`src/rtl/cpo_regs.vh`:
```
// Purpose: Offsets, field positions, reset values and counts of the
//          clock and pin option block
// Assumes: Byte-wide register port, one register per address
// Notes:   Definitions only
`ifndef CPO_REGS_VH
`define CPO_REGS_VH

// Register offsets
`define CPO_ADDR_W            8
`define CPO_OFS_CLK_SRC       8'h00
`define CPO_OFS_RNG_SLEW_PIN  8'h01

// Clock source option fields
`define CPO_CS_EXT_CLK_EN     0
`define CPO_CS_CRYSTAL_EN     1
`define CPO_CS_SLOW_XTAL      2
`define CPO_CS_TB_PRESCALE    3
`define CPO_CS_RUN_IN_STOP    4
`define CPO_CS_PULLUP_OFF     5
`define CPO_CS_USED_MASK      8'h3f

// Range, slew and pin option fields
`define CPO_RP_RANGE_SEL      0
`define CPO_RP_TX_SLEW        1
`define CPO_RP_SPI_SLEW       2
`define CPO_RP_CLKOUT_SLEW    3
`define CPO_RP_PORT_SLEW      4
`define CPO_RP_SERIAL_PIN     5
`define CPO_RP_SPI_PIN        6
`define CPO_RP_USED_MASK      8'h7f

// Reset values
`define CPO_CS_RESET          8'h00
`define CPO_RP_RESET          8'h00

// Stabilization timeouts in external clock cycles
`define CPO_STAB_LONG         4096
`define CPO_STAB_SHORT        16

// Extra timebase prescale ratio
`define CPO_TB_DIV            128

// Crystal amplifier range codes
`define CPO_AMP_8_32MHZ       2'h0
`define CPO_AMP_1_8MHZ        2'h1
`define CPO_AMP_32_100KHZ     2'h2

`endif

```
`src/rtl/cpo_top.v`:
```
// Purpose: Write-once clock source, range, slew and pin option registers
// Assumes: Inputs synchronous to clk; reads answer one cycle later
// Notes:   Every output is registered, so options reach pins one
//          cycle after the register updates
//
// Overview of operation
// [RULE1] Crystal enable needs external clock enable
// [RULE2] Oscillator pin function decodes from both enables
// [RULE3] Crystal enable selects monitor crystal frequency ranges
// [RULE4] Stabilization timeout 4096 crystal, 16 otherwise
// [RULE5] Slow select picks crystal mode and monitor band
// [RULE6] Timebase prescale select inserts divide by 128
// [RULE7] Run-in-stop keeps clocks; else held low
// [RULE8] Pullup-off bit disables slave-select pullup
// [RULE9] Amplifier range decodes slow and range bits
// [RULE10] Slow select forces range zero, blocks writes
// [RULE11] Four slew bits select controlled drive
// [RULE12] Serial pin select routes tx and rx
// [RULE13] SPI pin select places the four SPI lines
// [RULE14] Options clear on reset, write once, readable
// [RULE15] Late writes ignored; outputs follow latched bits
`timescale 1ns/1ns
`default_nettype none
`include "cpo_regs.vh"

module cpo_top
#(
  parameter STAB_LONG  = `CPO_STAB_LONG,
  parameter STAB_SHORT = `CPO_STAB_SHORT
)
(
  input  wire                   clk,
  input  wire                   rst,
  input  wire                   ce,
  input  wire [`CPO_ADDR_W-1:0] addr,
  input  wire [7:0]             wdata,
  input  wire                   wr,
  input  wire                   rd,
  output reg  [7:0]             rdata_ff,
  input  wire                   stop_mode,
  input  wire                   internal_osc_level,
  input  wire                   external_osc_level,
  input  wire                   ext_clk_tick,
  input  wire                   tb_tick_in,
  input  wire                   serial_txd,
  input  wire                   pta3_in,
  input  wire                   pte1_in,
  output reg                    osc_input_is_clock_ff,
  output reg                    osc_output_is_crystal_ff,
  output reg                    monitor_expect_crystal_ff,
  output reg                    monitor_expect_slow_ff,
  output reg  [1:0]             amp_range_ff,
  output reg                    stab_done_ff,
  output reg                    tb_tick_out_ff,
  output reg                    internal_osc_clock_ff,
  output reg                    external_osc_clock_ff,
  output reg                    ss_pullup_en_ff,
  output reg                    serial_tx_slew_ff,
  output reg                    spi_output_slew_ff,
  output reg                    clock_out_slew_ff,
  output reg                    port_slew_ff,
  output reg                    pta2_txd_ff,
  output reg                    pta2_oe_n_ff,
  output reg                    pte0_txd_ff,
  output reg                    pte0_oe_n_ff,
  output reg                    serial_rxd_ff,
  output reg  [3:0]             spi_on_alt_ff,
  output reg  [3:0]             spi_on_main_ff
);

  ////////////////////////////////////////////////////////////////////
  // Register decode and write-once storage

  wire       wr_cs;
  wire       wr_rp;
  wire [7:0] cs_q;
  wire [7:0] rp_q;
  wire       cs_written;
  wire       rp_written;
  wire [7:0] rp_wdata;
  wire [7:0] rp_clr;
  wire       slow_now;

  assign wr_cs = wr && (addr == `CPO_OFS_CLK_SRC);
  assign wr_rp = wr && (addr == `CPO_OFS_RNG_SLEW_PIN);

  // Slow select as it stands after this cycle's write, so a write to
  // both registers in any order still ends with the range bit clear
  assign slow_now = cs_q[`CPO_CS_SLOW_XTAL] |
                    (wr_cs & !cs_written & wdata[`CPO_CS_SLOW_XTAL]);

  // Range bit cannot be written while slow select is set
  assign rp_wdata = wdata & `CPO_RP_USED_MASK &
                    ~({7'h00, slow_now});                   // [RULE10]
  // Setting slow select forces the stored range bit to zero
  assign rp_clr   = {7'h00, slow_now};                      // [RULE10]

  cpo_wonce_reg
  #(
    .WIDTH   (8),
    .RST_VAL (`CPO_CS_RESET)
  )
  u_cs_reg
  (
    .clk        (clk),
    .rst        (rst),
    .ce         (ce),
    .wr         (wr_cs),
    .wdata      (wdata & `CPO_CS_USED_MASK),
    .clr_mask   (8'h00),
    .q_ff       (cs_q),
    .written_ff (cs_written)
  );

  cpo_wonce_reg
  #(
    .WIDTH   (8),
    .RST_VAL (`CPO_RP_RESET)
  )
  u_rp_reg
  (
    .clk        (clk),
    .rst        (rst),
    .ce         (ce),
    .wr         (wr_rp),
    .wdata      (rp_wdata),
    .clr_mask   (rp_clr),
    .q_ff       (rp_q),
    .written_ff (rp_written)
  );

  ////////////////////////////////////////////////////////////////////
  // Read port: data valid only in the cycle after the strobe

  // Unmapped addresses read zero, so probing them is harmless
  reg [7:0] nxt_rdata;

  always @*
  begin
    nxt_rdata = 8'h00;
    if (rd)
    begin
      case (addr)
        `CPO_OFS_CLK_SRC:      nxt_rdata = cs_q;            // [RULE14]
        `CPO_OFS_RNG_SLEW_PIN: nxt_rdata = rp_q;            // [RULE14]
        default:               nxt_rdata = 8'h00;
      endcase
    end
  end

  ////////////////////////////////////////////////////////////////////
  // Option fields

  wire ext_en;
  wire xtal_en;
  wire slow_sel;
  wire tb_sel;
  wire run_stop;
  wire pu_off;
  wire rng_sel;
  wire ser_sel;
  wire spi_sel;
  wire clocks_on;

  assign ext_en   = cs_q[`CPO_CS_EXT_CLK_EN];
  assign xtal_en  = cs_q[`CPO_CS_CRYSTAL_EN];
  assign slow_sel = cs_q[`CPO_CS_SLOW_XTAL];
  assign tb_sel   = cs_q[`CPO_CS_TB_PRESCALE];
  assign run_stop = cs_q[`CPO_CS_RUN_IN_STOP];
  assign pu_off   = cs_q[`CPO_CS_PULLUP_OFF];
  assign rng_sel  = rp_q[`CPO_RP_RANGE_SEL];
  assign ser_sel  = rp_q[`CPO_RP_SERIAL_PIN];
  assign spi_sel  = rp_q[`CPO_RP_SPI_PIN];

  // Clocks keep running in stop only when asked to
  assign clocks_on = !stop_mode || run_stop;                // [RULE7]

  ////////////////////////////////////////////////////////////////////
  // Stabilization divider, re-armed when the source setup is written

  // Only the first write can change the source, so only it re-arms
  wire stab_done;

  cpo_stab_div
  #(
    .LONG_CNT  (STAB_LONG),
    .SHORT_CNT (STAB_SHORT)
  )
  u_stab
  (
    .clk      (clk),
    .rst      (rst),
    .ce       (ce),
    .restart  (wr_cs && !cs_written),
    .run      (ext_en),
    .ext_tick (ext_clk_tick),
    .long_sel (xtal_en),                                    // [RULE4]
    .done_ff  (stab_done)
  );

  ////////////////////////////////////////////////////////////////////
  // Extra timebase prescaler; held in reset while bypassed so the
  // first divided tick is always a full 128 input ticks away

  reg  [6:0] tb_cnt_ff;
  reg  [6:0] nxt_tb_cnt;
  reg        nxt_tb_tick;

  always @*
  begin
    nxt_tb_cnt  = 7'h00;
    nxt_tb_tick = tb_tick_in;                               // [RULE6]
    if (tb_sel)
    begin
      nxt_tb_tick = 1'b0;
      nxt_tb_cnt  = tb_cnt_ff;
      if (tb_tick_in)
      begin
        nxt_tb_cnt  = tb_cnt_ff + 7'h01;
        nxt_tb_tick = (tb_cnt_ff ==
                       (`CPO_TB_DIV - 1) % `CPO_TB_DIV);   // [RULE6]
      end
    end
  end

  ////////////////////////////////////////////////////////////////////
  // Amplifier range decode

  reg [1:0] nxt_amp;

  always @*
  begin
    case ({slow_sel, rng_sel})                              // [RULE9]
      2'h0:    nxt_amp = `CPO_AMP_8_32MHZ;
      2'h1:    nxt_amp = `CPO_AMP_1_8MHZ;
      2'h2:    nxt_amp = `CPO_AMP_32_100KHZ;
      default: nxt_amp = `CPO_AMP_32_100KHZ;
    endcase
  end

  ////////////////////////////////////////////////////////////////////
  // Output registers

  always @(posedge clk)
  begin
    if (rst)
    begin
      rdata_ff                  <= 8'h00;
      osc_input_is_clock_ff     <= 1'b0;
      osc_output_is_crystal_ff  <= 1'b0;
      monitor_expect_crystal_ff <= 1'b0;
      monitor_expect_slow_ff    <= 1'b0;
      amp_range_ff              <= 2'h0;
      stab_done_ff              <= 1'b0;
      tb_tick_out_ff            <= 1'b0;
      tb_cnt_ff                 <= 7'h00;
      internal_osc_clock_ff     <= 1'b0;
      external_osc_clock_ff     <= 1'b0;
      ss_pullup_en_ff           <= 1'b1;
      serial_tx_slew_ff         <= 1'b0;
      spi_output_slew_ff        <= 1'b0;
      clock_out_slew_ff         <= 1'b0;
      port_slew_ff              <= 1'b0;
      pta2_txd_ff               <= 1'b1;
      pta2_oe_n_ff              <= 1'b1;
      pte0_txd_ff               <= 1'b1;
      pte0_oe_n_ff              <= 1'b1;
      serial_rxd_ff             <= 1'b1;
      spi_on_alt_ff             <= 4'h0;
      spi_on_main_ff            <= 4'h0;
    end
    else if (ce)
    begin
      rdata_ff                  <= nxt_rdata;
      osc_input_is_clock_ff     <= ext_en;                  // [RULE2]
      osc_output_is_crystal_ff  <= ext_en && xtal_en;       // [RULE1] [RULE2]
      monitor_expect_crystal_ff <= xtal_en;                 // [RULE3]
      monitor_expect_slow_ff    <= slow_sel;                // [RULE5]
      amp_range_ff              <= nxt_amp;                 // [RULE9]
      stab_done_ff              <= stab_done;
      tb_tick_out_ff            <= nxt_tb_tick;
      tb_cnt_ff                 <= nxt_tb_cnt;
      internal_osc_clock_ff     <= internal_osc_level && clocks_on;  // [RULE7]
      external_osc_clock_ff     <= external_osc_level && clocks_on &&
                                   ext_en;                  // [RULE7]
      ss_pullup_en_ff           <= !pu_off;                 // [RULE8]
      serial_tx_slew_ff         <= rp_q[`CPO_RP_TX_SLEW];   // [RULE11]
      spi_output_slew_ff        <= rp_q[`CPO_RP_SPI_SLEW];  // [RULE11]
      clock_out_slew_ff         <= rp_q[`CPO_RP_CLKOUT_SLEW];  // [RULE11]
      port_slew_ff              <= rp_q[`CPO_RP_PORT_SLEW]; // [RULE11]
      // Idle pin drives high so an unselected line looks like a stop bit
      pta2_txd_ff               <= ser_sel ? serial_txd : 1'b1;  // [RULE12]
      pta2_oe_n_ff              <= !ser_sel;                // [RULE12]
      pte0_txd_ff               <= ser_sel ? 1'b1 : serial_txd;  // [RULE12]
      pte0_oe_n_ff              <= ser_sel;                 // [RULE12]
      serial_rxd_ff             <= ser_sel ? pta3_in : pte1_in;  // [RULE12]
      spi_on_alt_ff             <= {4{spi_sel}};            // [RULE13]
      spi_on_main_ff            <= {4{!spi_sel}};           // [RULE13]
    end
  end

endmodule

`default_nettype wire

```
`src/rtl/cpo_wonce_reg.v`:
```
// Purpose: One option register that takes a single write after reset
// Assumes: Synchronous active-high reset, clock enable freezes state
// Notes:   Forced-clear mask acts on every enabled cycle, the write cycle included
`timescale 1ns/1ns
`default_nettype none

module cpo_wonce_reg
#(
  parameter       WIDTH    = 8,
  parameter [7:0] RST_VAL  = 8'h00
)
(
  input  wire             clk,
  input  wire             rst,
  input  wire             ce,
  input  wire             wr,
  input  wire [WIDTH-1:0] wdata,
  input  wire [WIDTH-1:0] clr_mask,
  output reg  [WIDTH-1:0] q_ff,
  output reg              written_ff
);

  always @(posedge clk)
  begin
    if (rst)
    begin
      q_ff       <= RST_VAL[WIDTH-1:0];                    // [RULE14]
      written_ff <= 1'b0;
    end
    else if (ce)
    begin
      if (wr && !written_ff)
      begin
        q_ff       <= wdata & ~clr_mask;
        written_ff <= 1'b1;
      end
      else
      begin
        // Later writes fall through silently, no error reported
        q_ff <= q_ff & ~clr_mask;                          // [RULE15]
      end
    end
  end

endmodule

`default_nettype wire

```
`src/rtl/cpo_stab_div.v`:
```
// Purpose: External clock stabilization divider of the clock monitor
// Assumes: ext_tick is a one-cycle pulse per external clock period
// Notes:   Restart re-arms the count; done stays high until restart or run goes low
`timescale 1ns/1ns
`default_nettype none
`include "cpo_regs.vh"

module cpo_stab_div
#(
  parameter LONG_CNT  = `CPO_STAB_LONG,
  parameter SHORT_CNT = `CPO_STAB_SHORT
)
(
  input  wire clk,
  input  wire rst,
  input  wire ce,
  input  wire restart,
  input  wire run,
  input  wire ext_tick,
  input  wire long_sel,
  output reg  done_ff
);

  reg  [12:0] cnt_ff;
  wire [12:0] target;

  assign target = long_sel ? LONG_CNT[12:0] : SHORT_CNT[12:0];   // [RULE4]

  always @(posedge clk)
  begin
    if (rst)
    begin
      cnt_ff  <= 13'h0000;
      done_ff <= 1'b0;
    end
    else if (ce)
    begin
      if (restart || !run)
      begin
        cnt_ff  <= 13'h0000;
        done_ff <= 1'b0;
      end
      else if (ext_tick && !done_ff)
      begin
        cnt_ff  <= cnt_ff + 13'h0001;
        done_ff <= (cnt_ff + 13'h0001) == target;          // [RULE4]
      end
    end
  end

endmodule

`default_nettype wire

```
`config.mk`:
```
export PLATFORM = sky130hd
export DESIGN_NAME = cpo_top
export DESIGN_NICKNAME = d
export VERILOG_FILES = /design/src/rtl/cpo_top.v /design/src/rtl/cpo_wonce_reg.v /design/src/rtl/cpo_stab_div.v
export VERILOG_INCLUDE_DIRS = /design/src /design/src/rtl
export SDC_FILE = /design/constraint.sdc
export NUM_CORES = 1
export LEC_CHECK = 0
export BUFFER_PORTS_ARGS = -buffer_cell sky130_fd_sc_hd__clkbuf_2
export CAP_MARGIN = 40
export CORE_MARGIN = 10
export CORE_UTILIZATION = 49
export CTS_BUF_LIST = sky130_fd_sc_hd__clkbuf_16
export DETAILED_ROUTE_END_ITERATION = 8
export PLACE_DENSITY = 0.86
export SLEW_MARGIN = 20
export SYNTH_ARGS = -nofsm -noshare
export SYNTH_HDL_FRONTEND = slang
export SYNTH_SLANG_ARGS = --single-unit
```
`constraint.sdc`:
```
create_clock -name clk -period 2.2 [get_ports clk]
set_clock_uncertainty 0.15 [all_clocks]
set_input_delay 0.44 -clock clk [delete_from_list [all_inputs] [get_ports clk]]
set_output_delay 0.44 -clock clk [all_outputs]
set_load 0.005 [all_outputs]
```
Word-level counts from Yosys, hierarchy flattened --
Index checks and enable logic that the tools add are counted.
Word-level totals: bits in registers 67, input port bits 29, output and inout port bits 36, logic and storage cells 85
Cells by class: add/subtract/negate cells 2, equality and inequality tests 5, muxes and demuxes 16, bitwise logic cells 7, reductions and logical operators 26
Operators with widths (number):
- 2-to-1 mux 13 bit | 3
- AND 8 bit | 2
- 2-to-1 mux 8 bit | 2
- one-hot mux 8 bit (2 select lines) | 1
- 2-to-1 mux 7 bit | 2
- adder 13 x 1 -> 13 bit (second input constant) | 1
- equality test 13 bit | 1
- logical AND 1 bit | 9
- AND 7 x 8 -> 8 bit | 1
- equality test 8 x 1 -> 1 bit (second input constant) | 1
- zero test 1 bit | 8
- zero test 8 bit | 1
- inverter 1 -> 8 bit | 1
- AND reduction 2 bit | 4
- adder 7 x 1 -> 7 bit (second input constant) | 1
- equality test 7 bit (second input constant) | 1
- 2-to-1 mux 1 bit | 7
- one-hot mux 2 bit (2 select lines) | 1
- AND 1 bit | 2
- equality test 2 x 1 -> 1 bit (second input constant) | 1
- zero test 2 bit | 1
- logical OR 1 bit | 2
- != test 2 bit (second input constant) | 1
- nonzero test 2 bit | 1
- bitwise OR 1 bit | 1

Longest topological paths before layout --
Gate-level depths: netlist (run 1).
word-level depth 9, depth in mapped cells 7, mapped depth without buffers 6

Cells and area by module --
From an unflattened synthesis (run 1), not the netlist that was laid out.
Unflattened totals: cells, all modules 367, area total of the unflattened synthesis 3283.1 µm²
Modules (own cells, without submodules):
- cpo_top | instances 1, cells each 178, area an instance 1580.3 µm², seq. area each 740.7 µm²
- cpo_stab_div | instances 1, cells each 109, area an instance 892.1 µm², seq. area each 280.3 µm²
- cpo_wonce_reg | instances 2, cells each 40, area an instance 405.4 µm², seq. area each 180.2 µm²

Worst setup path before layout (run 1) --
No wires, ideal clock.
kind input to register, start point input addr[5], end point register u_rp_reg.q_ff[0], setup time 114 ps, data arrival time 1983 ps, required time 1936 ps, setup slack -48 ps, cell stages on the path 5, path buffers 0, cell sequence or4_4 > nor3_4 > nand4_4 > mux2i_1 > a2111oi_0
Between the ends: cells in the longest elaborated chain, start to end 9, elaborated cells between the ends (all ways) 13, those cells by class eq/ne: 1; mux: 1; bitwise: 7; reduce/logical: 4
RTL lines:
- start: declaration | RTL line cpo_top.v:35 | input wire [`CPO_ADDR_W-1:0] addr,
- zero test 8 bit
- logical AND 1 bit | RTL line cpo_top.v:84 | assign wr_cs = wr && (addr == `CPO_OFS_CLK_SRC);
- AND 1 bit (2 in series) | RTL line cpo_top.v:90 | (wr_cs & !cs_written & wdata[`CPO_CS_SLOW_XTAL]);
- bitwise OR 1 bit | RTL line cpo_top.v:89 | assign slow_now = cs_q[`CPO_CS_SLOW_XTAL] |
- inverter 1 -> 8 bit | RTL line cpo_top.v:94, cpo_wonce_reg.v:34, cpo_wonce_reg.v:40
- AND 7 x 8 -> 8 bit | RTL line cpo_top.v:93 | assign rp_wdata = wdata & `CPO_RP_USED_MASK &
- AND 8 bit | RTL line cpo_wonce_reg.v:34 | q_ff <= wdata & ~clr_mask;
- 2-to-1 mux 8 bit * | RTL line cpo_wonce_reg.v:32 | if (wr && !written_ff)
- end signal: assignment | RTL line cpo_wonce_reg.v:27 | q_ff <= RST_VAL[WIDTH-1:0];
- end signal: assignment | RTL line cpo_wonce_reg.v:34
- end signal: assignment | RTL line cpo_wonce_reg.v:40 | q_ff <= q_ff & ~clr_mask;
- end: declaration | RTL line cpo_wonce_reg.v:19 | output reg [WIDTH-1:0] q_ff,
Every way passes the cells marked *; elsewhere a longest branch is shown, timed or not. A chain may end at the register's enable or synchronous reset.

Final worst setup path (run 1) --
start point register u_stab.cnt_ff[1], end point register u_stab.done_ff
Between the ends: cells in the longest elaborated chain, start to end 4
RTL lines:
- start: declaration | RTL line cpo_stab_div.v:24 | reg [12:0] cnt_ff;
- start signal: assignment | RTL line cpo_stab_div.v:45 | cnt_ff <= cnt_ff + 13'h0001;
- adder 13 x 1 -> 13 bit | RTL line cpo_stab_div.v:46 | done_ff <= (cnt_ff + 13'h0001) == target;
- equality test 13 bit | RTL line cpo_stab_div.v:46
- 2-to-1 mux 1 bit | RTL line cpo_stab_div.v:43 | else if (ext_tick && !done_ff)
- 2-to-1 mux 1 bit | RTL line cpo_stab_div.v:38 | if (restart || !run)
- end signal: assignment | RTL line cpo_stab_div.v:46
- end: declaration | RTL line cpo_stab_div.v:21 | output reg done_ff
No other way between the ends. The select of a mux whose other input is x is not followed.

==> flow_metrics.tcl, run 1 <==
set metrics [dict create \
    status "completed" \
    slew_viol_final 0 \
    syn2layout_area_growth_pct 25.5 \
    cap_violations 0 \
    power_density_nw_per_um2 737 \
    p_total_mw 2.83 \
    dpl.cell_count 483 \
    vias_per_cell 5.49 \
    ys_seq_area_share_pct 42.6 \
    ys_async_sr_fraction_pct 0 \
    synth_edf_count 0 \
    dpl.hpwl_um 5500 \
    synth_top_family_by_area "simple AND/OR/NAND/NOR gates" \
    hold_viol_final 0 \
    initial_core_util_pct 51.0 \
    cp.buffers_inverters 0 \
    cts_buffer_depth 2 \
    synth_fa_ha_area_share_pct 0.819 \
    rows 28 \
    clkLatencyLatePin_ns 0.32 \
    synth-compound-area-share_pct 16.3 \
    ant_nets 0 \
    hp-class "input port to flop" \
    worstPathArrival_ns 2.21 \
    worstMarginPinSlew_ns 0.568 \
    muxShareOfSynthArea_pct 6.88 \
    drt-pass1-iter-count 4 \
    stdcell_area_sq_um 3830 \
    vias 2740 \
    drc 0 \
    core_sq_um 5990 \
    first_iter_violations 145 \
    syn_area_sq_um 3060 \
    reg2reg_depth 6 \
    clk_pin_slew_ns 0.06 \
    ys_warn_count 0 \
    wl_per_cell_um 15.1 \
    synthSimpleGateAreaFrac_pct 23.7 \
    layout_setup_ws_ns 0.0976 \
    io_pins 65 \
    placed_cell_area_sq_um 3490 \
    crit_family "compound AO/OA/AOI/OAI gates" \
    min_period_over_period_pct 95.6 \
    cts.root.buffer_cell "clkbuf_16" \
    synth_top_area_share_pct 42.6 \
    holdPathStages 3 \
    cpPeakStageDelay_ns 0.57 \
    max-vdd-ir-drop_uv 471 \
    ys_top_cells_by_area "dfxtp_1, mux2i_1, nor2_1" \
    crit_chain "ha_2 > nand3_2 > or4_1 > a2111oi_4 > o2111ai_2 > o21ai_1" \
    hold_start "wdata[6]" \
    cp-end-kind "flop" \
    synth_cell_types 58 \
    grt_pass1_wl_um 12800 \
    reg2reg_slack_ns 0.1 \
    leakage_nw 1.61 \
    dp_slack_ns -0.258 \
    n_antenna_cell 0 \
    synthXorXnorAreaFrac_pct 2.58 \
    drive_gt1_share_pct 28.5 \
    fp.dieW_um 99.0 \
    max_freq_mhz 476 \
    r2r-end "u_stab.done_ff" \
    grt_max_degree 41 \
    critPathMaxFanout 5 \
    place_congestion 0.834 \
    netlist_instances 350 \
    h-tree-depth 3 \
    port_buffers 62 \
    cts_tree "done" \
    die_h_um 99.0 \
    fillers 498 \
    grt_pass1_vias 2720 \
    cts_sinks 65 \
    grt_overflow 0 \
    holdPathEnd "u_rp_reg.q_ff[6]" \
    timing.rr.start "u_stab.cnt_ff[1]" \
    die-area_sq_um 9800 \
    final_nets 450 \
    syn_nets 381 \
    yosysTopAreaCell "dfxtp_1" \
    synth-seq-cells 65 \
    grt.total_usage_pct 15.6 \
    start_kind "flop" \
    synthFlopType "dfxtp_1" \
    period_needed_ns 2.10 \
    worstPathRequired_ns 2.30 \
    numCtsBuffers 9 \
    maxSlewHeadroom_pct 61.8 \
    stdcell_count 499 \
    setup_violations 0 \
    path_class "flop to flop" \
    critical-path-slowest-cell "or4_1" \
    synth.avg_cell_area_sq_um 8.73 \
    antenna_found_initial 0 \
    wl_um 7540 \
]
-- timing repair --
action | in CTS | in global routing
resized for setup | 0 | 5
endpoints found under the setup margin | 0 | 8
hold endpoints to repair | 0 | 0
buffers inserted | 0 | 0
hold buffers | 0 | 0
-- metal layers --
metal  track usage, %  wire length, um  share of wire [%]  up-vias
met3             6.22              625                8.3       11
met2             23.9             3530                 47       98
met1             19.3             3290                 44     1264
met5                0                0                  0        -
met4             5.51               92                1.2        0
li1                 -                -                  -     1367
-- worst min-delay path, delay by kind of cell --
family	cells	cell delay, ns
multiplexers	1	0.05
buffers and inverters	1	0.08
AND/OR/NAND/NOR	1	0.07
-- synth_stat cells, types with 4 or more instances --
cell type,count
buf_4,7
nand2b_1,10
nor3_1,12
a22o_1,7
xnor2_1,6
o21ai_0,20
nand2_1,30
dfxtp_1,65
or3_1,4
a21o_1,4
nand4_1,6
clkbuf_1,13
nor2_1,37
nand3_1,9
a21oi_1,18
mux2i_1,21
inv_1,12
a22oi_1,9
-- through the flow --
step,utilization [%],hold WS [ns],setup TNS [ns]
final,64.0,0.197,0
after global placement,58.3,0.286,-2.11
after detailed placement,58.3,0.296,-2.83
after global routing,64.0,0.221,-0.00890
after CTS,63.6,0.192,0
after floorplan,-,0.272,-0.0102
-- where the power goes --
part / total [mW] / internal [mW] / switching [mW]
combinational: 0.128 / 0.0537 / 0.0739
sequential: 1.19 / 1.19 / 0.00479
clock: 1.51 / 0.990 / 0.518
-- cell usage in the layout (no fill, tap or decap), types with 10 or more instances in the layout --
master / Yosys / routed
clkbuf_2: 1 / 62
inv_1: 12 / 12
a21oi_1: 18 / 18
mux2i_1: 21 / 21
buf_4: 7 / 24
dfxtp_1: 65 / 64
nor3_1: 12 / 12
nor2_1: 37 / 37
nand2b_1: 10 / 10
o21ai_0: 20 / 20
nand2_1: 30 / 30
-- worst max-delay path by stage --
stage	start	to	slack [ns]	cells past startpoint
floorplan	addr[5]	u_rp_reg.q_ff[0]	-0.01	5
global placement	addr[5]	u_stab.cnt_ff[5]	-0.22	7
detailed placement	addr[5]	u_stab.cnt_ff[5]	-0.26	7
CTS	u_stab.cnt_ff[1]	u_stab.done_ff	0.005	6
global route	u_stab.cnt_ff[1]	u_stab.done_ff	-0.009	6
finish	u_stab.cnt_ff[1]	u_stab.done_ff	0.1	6
-- kinds of logic after synthesis --
kind of cell / Yosys count
AND/OR/NAND/NOR: 135
multiplexers: 21
AO/OA/AOI/OAI: 76
flip-flops: 65
buffers and inverters: 41
adder cells (fa/ha/maj): 2
other: 1
XOR/XNOR: 9
-- area by class of cell --
type                    instances  area [sq um]  share of cell area [%]
clock buffers                   9           225                    5.87
clock inverters                 7          93.8                    2.45
inverters                      12          45.0                    1.17
multi-input cells             244          1560                    40.8
flip-flops and latches         65          1300                    34.0
well taps                      75          93.8                    2.45
repair buffers                 87           510                    13.3
-- flip-flops by register name, summed over array words and instances, names as in the netlist, 2 cells and up --
name and count:
amp_range_ff 2, u_stab.cnt_ff 13, u_cs_reg.q_ff 6, rdata_ff 7
tb_cnt_ff 7, u_rp_reg.q_ff 7
Power figures use the tool's default switching activity.
==> run 2, diff against run 1 <==
--- a/config.mk
+++ b/config.mk
@@ -9,11 +9,14 @@
 export BUFFER_PORTS_ARGS = -buffer_cell sky130_fd_sc_hd__clkbuf_2
 export CAP_MARGIN = 40
 export CORE_MARGIN = 10
-export CORE_UTILIZATION = 49
+export CORE_UTILIZATION = 50
 export CTS_BUF_LIST = sky130_fd_sc_hd__clkbuf_16
 export DETAILED_ROUTE_END_ITERATION = 8
+export GPL_ROUTABILITY_DRIVEN = 0
 export PLACE_DENSITY = 0.86
+export REMOVE_ABC_BUFFERS = 1
 export SLEW_MARGIN = 20
 export SYNTH_ARGS = -nofsm -noshare
 export SYNTH_HDL_FRONTEND = slang
+export SYNTH_HIERARCHICAL = 1
 export SYNTH_SLANG_ARGS = --single-unit
==> flow_metrics.tcl, run 2 <==
set metrics [dict create \
    synth-seq-cells 69 \
    port_buffers 63 \
    cts_sinks 69 \
    rsz0062_at_grt "false" \
    period_needed_ns 2.08 \
    dpl.hpwl_um 6350 \
    synth-compound-area-share_pct 20.6 \
    h-tree-depth 3 \
    ys_async_sr_fraction_pct 0 \
    syn_area_sq_um 3280 \
    p_comb_share_pct 5.5 \
    worstPathArrival_ns 2.15 \
    drive_gt1_share_pct 28.4 \
    worstMarginPinSlew_ns 0.544 \
    vias 3062 \
    synth.avg_cell_area_sq_um 8.95 \
    largest-register "u_stab/cnt_ff" \
    io_pins 65 \
    pwr-share-clk_pct 48.4 \
    drc 0 \
    synthTopCellsByCount "dfxtp_1, nand2_1, nor2_1, a21oi_1, mux2i_1" \
    final_nets 490 \
    synth_fa_ha_area_share_pct 0.762 \
    muxShareOfSynthArea_pct 5.95 \
    grt_overflow 0 \
    placed_cell_area_sq_um 3820 \
    core_sq_um 6350 \
    status "completed" \
    hold_ws_ns 0.197 \
    stdcell_count 541 \
    die_h_um 101 \
    maxSlewHeadroom_pct 63.6 \
    rows 29 \
    antenna_found_initial 0 \
    syn2layout_area_growth_pct 24.7 \
    cts_hold_buf 0 \
    netlist_instances 367 \
    cts.root.buffer_cell "clkbuf_16" \
    synth_edf_count 0 \
    hp-class "input port to flop" \
    p_sw_share_pct 24.1 \
    wl_um 8690 \
    n_antenna_cell 0 \
    grt.total_usage_pct 17.6 \
    path_class "input port to flop" \
    synthSimpleGateAreaFrac_pct 23.8 \
    layout_common_cells "dfxtp_1, nand2_1, clkbuf_2" \
    cts_resized 0 \
    power.internal_mw 2.08 \
    synthXorXnorAreaFrac_pct 2.13 \
    die-area_sq_um 10200 \
    yosysTopAreaCell "dfxtp_1" \
    drt-pass1-iter-count 5 \
    grt_max_degree 38 \
    ys_seq_area_share_pct 42.1 \
    synth_top_family_by_area "simple AND/OR/NAND/NOR gates" \
    cts_buffer_depth 2 \
    leakage_nw 1.65 \
    grt_pass1_wl_um 14500 \
    ys_top_cells_by_area "dfxtp_1, nand2_1, a221oi_2" \
    critPathMaxFanout 5 \
    first_iter_violations 237 \
    power_density_nw_per_um2 669 \
    synthFlopType "dfxtp_1" \
    clkLatencyLatePin_ns 0.33 \
    postCtsSetupBuffers 0 \
    initial_core_util_pct 51.7 \
    start_kind "input port" \
    wl_per_cell_um 16.1 \
    hold_viol_final 0 \
    cts_tree "done" \
    vias_per_cell 5.66 \
    ant_nets 0 \
    final_common_cell "dfxtp_1" \
    setup_violations 0 \
    max-vdd-ir-drop_uv 517 \
    max_freq_mhz 480 \
    numCtsBuffers 9 \
    ys_warn_count 6 \
    fp.dieW_um 101 \
    synth.most_common_cell "dfxtp_1" \
    dpl.cell_count 525 \
    min_period_over_period_pct 94.8 \
    seq_power_share_pct 46.1 \
    stdcell_area_sq_um 4090 \
    synth_cell_types 52 \
    synth_top_area_share_pct 42.1 \
    worstPathRequired_ns 2.26 \
    switching_power_uw 661 \
    slew_viol_final 0 \
    cp-end-kind "flop" \
    clk_pin_slew_ns 0.06 \
    largest_reg_flops 13 \
    cap_violations 0 \
    grt_pass1_vias 3087 \
]
## run 2: changes by cell type in the layout (fill, tap and decap cells not counted), sizes merged, moves of 8 or more
cell	change
a221oi	+16
a22o	-8
conb	+17
inv	-8
nand2	+36
nor2	-9
nor3	-8
## run 2: cell families after synthesis
logic type / after synthesis
simple gates: 155
compound gates: 86
flops: 69
buf+inv: 27
mux: 19
xor+xnor: 8
fa+ha+maj: 2
other cells: 1
## run 2: area by class of cell
| type | instances | area [sq um] |
|---|---|---|
| Clock buffer | 9 | 225 |
| Clock inverter | 7 | 47.5 |
| Fill cell | 515 | 2260 |
| Inverter | 3 | 11.3 |
| Multi-Input combinational cell | 288 | 1820 |
| Sequential cell | 69 | 1380 |
| Tap cell | 77 | 96.3 |
| Timing Repair Buffer | 88 | 515 |
## run 2: critical path, stage by stage
cell and delay, ns:
clkbuf_2 0.08, nor4_1 0.35, and2_1 0.21, and3_1 0.20, nand2b_1 0.13, o21ai_1 0.19, a21o_1 0.22, a22oi_1 0.23
nor2_1 0.08
## run 2: power groups by stage
stage                     clock network, mW  logic [mW]  registers, mW
after floorplan                           0      0.0432           1.29
after global placement                    0       0.147           1.29
after detailed placement                  0       0.150           1.29
after CTS                              1.34       0.151           1.26
after global routing                   1.40       0.167           1.26
final                                  1.33       0.152           1.26
## run 2: worst paths after layout
kind                                  startpoint          endpoint  slack, ns  depth (start not counted)
worst max-delay path                     addr[5]  u_stab/cnt_ff[3]       0.12                          9
worst min-delay path                    wdata[6]  u_rp_reg/q_ff[6]       0.20                          3
worst max register to register  u_stab/cnt_ff[0]    u_stab/done_ff       0.15                          6
worst min register to register       rdata_ff[7]       rdata_ff[7]       0.30                          2
## run 2: routing by layer
metal	vias up	part of all wire, %	wire [um]	track usage, %
li1	1490	-	-	-
met1	1461	41	3530	18.6
met2	94	51	4470	31.2
met3	17	5.4	470	5.56
met4	0	2.4	210	7.93
met5	-	0	0	0
## run 2: metrics by stage
step | TNS [ns] | setup WS, ns | util [%] | total power, mW
after floorplan | 0 | 0.119 | - | 1.33
after global placement | -0.0750 | -0.0399 | 60.2 | 1.44
after detailed placement | -0.647 | -0.0967 | 60.2 | 1.44
after CTS | 0 | 0.0124 | 64.5 | 2.75
after global routing | 0 | 0.0350 | 64.5 | 2.83
final | 0 | 0.115 | 64.5 | 2.74
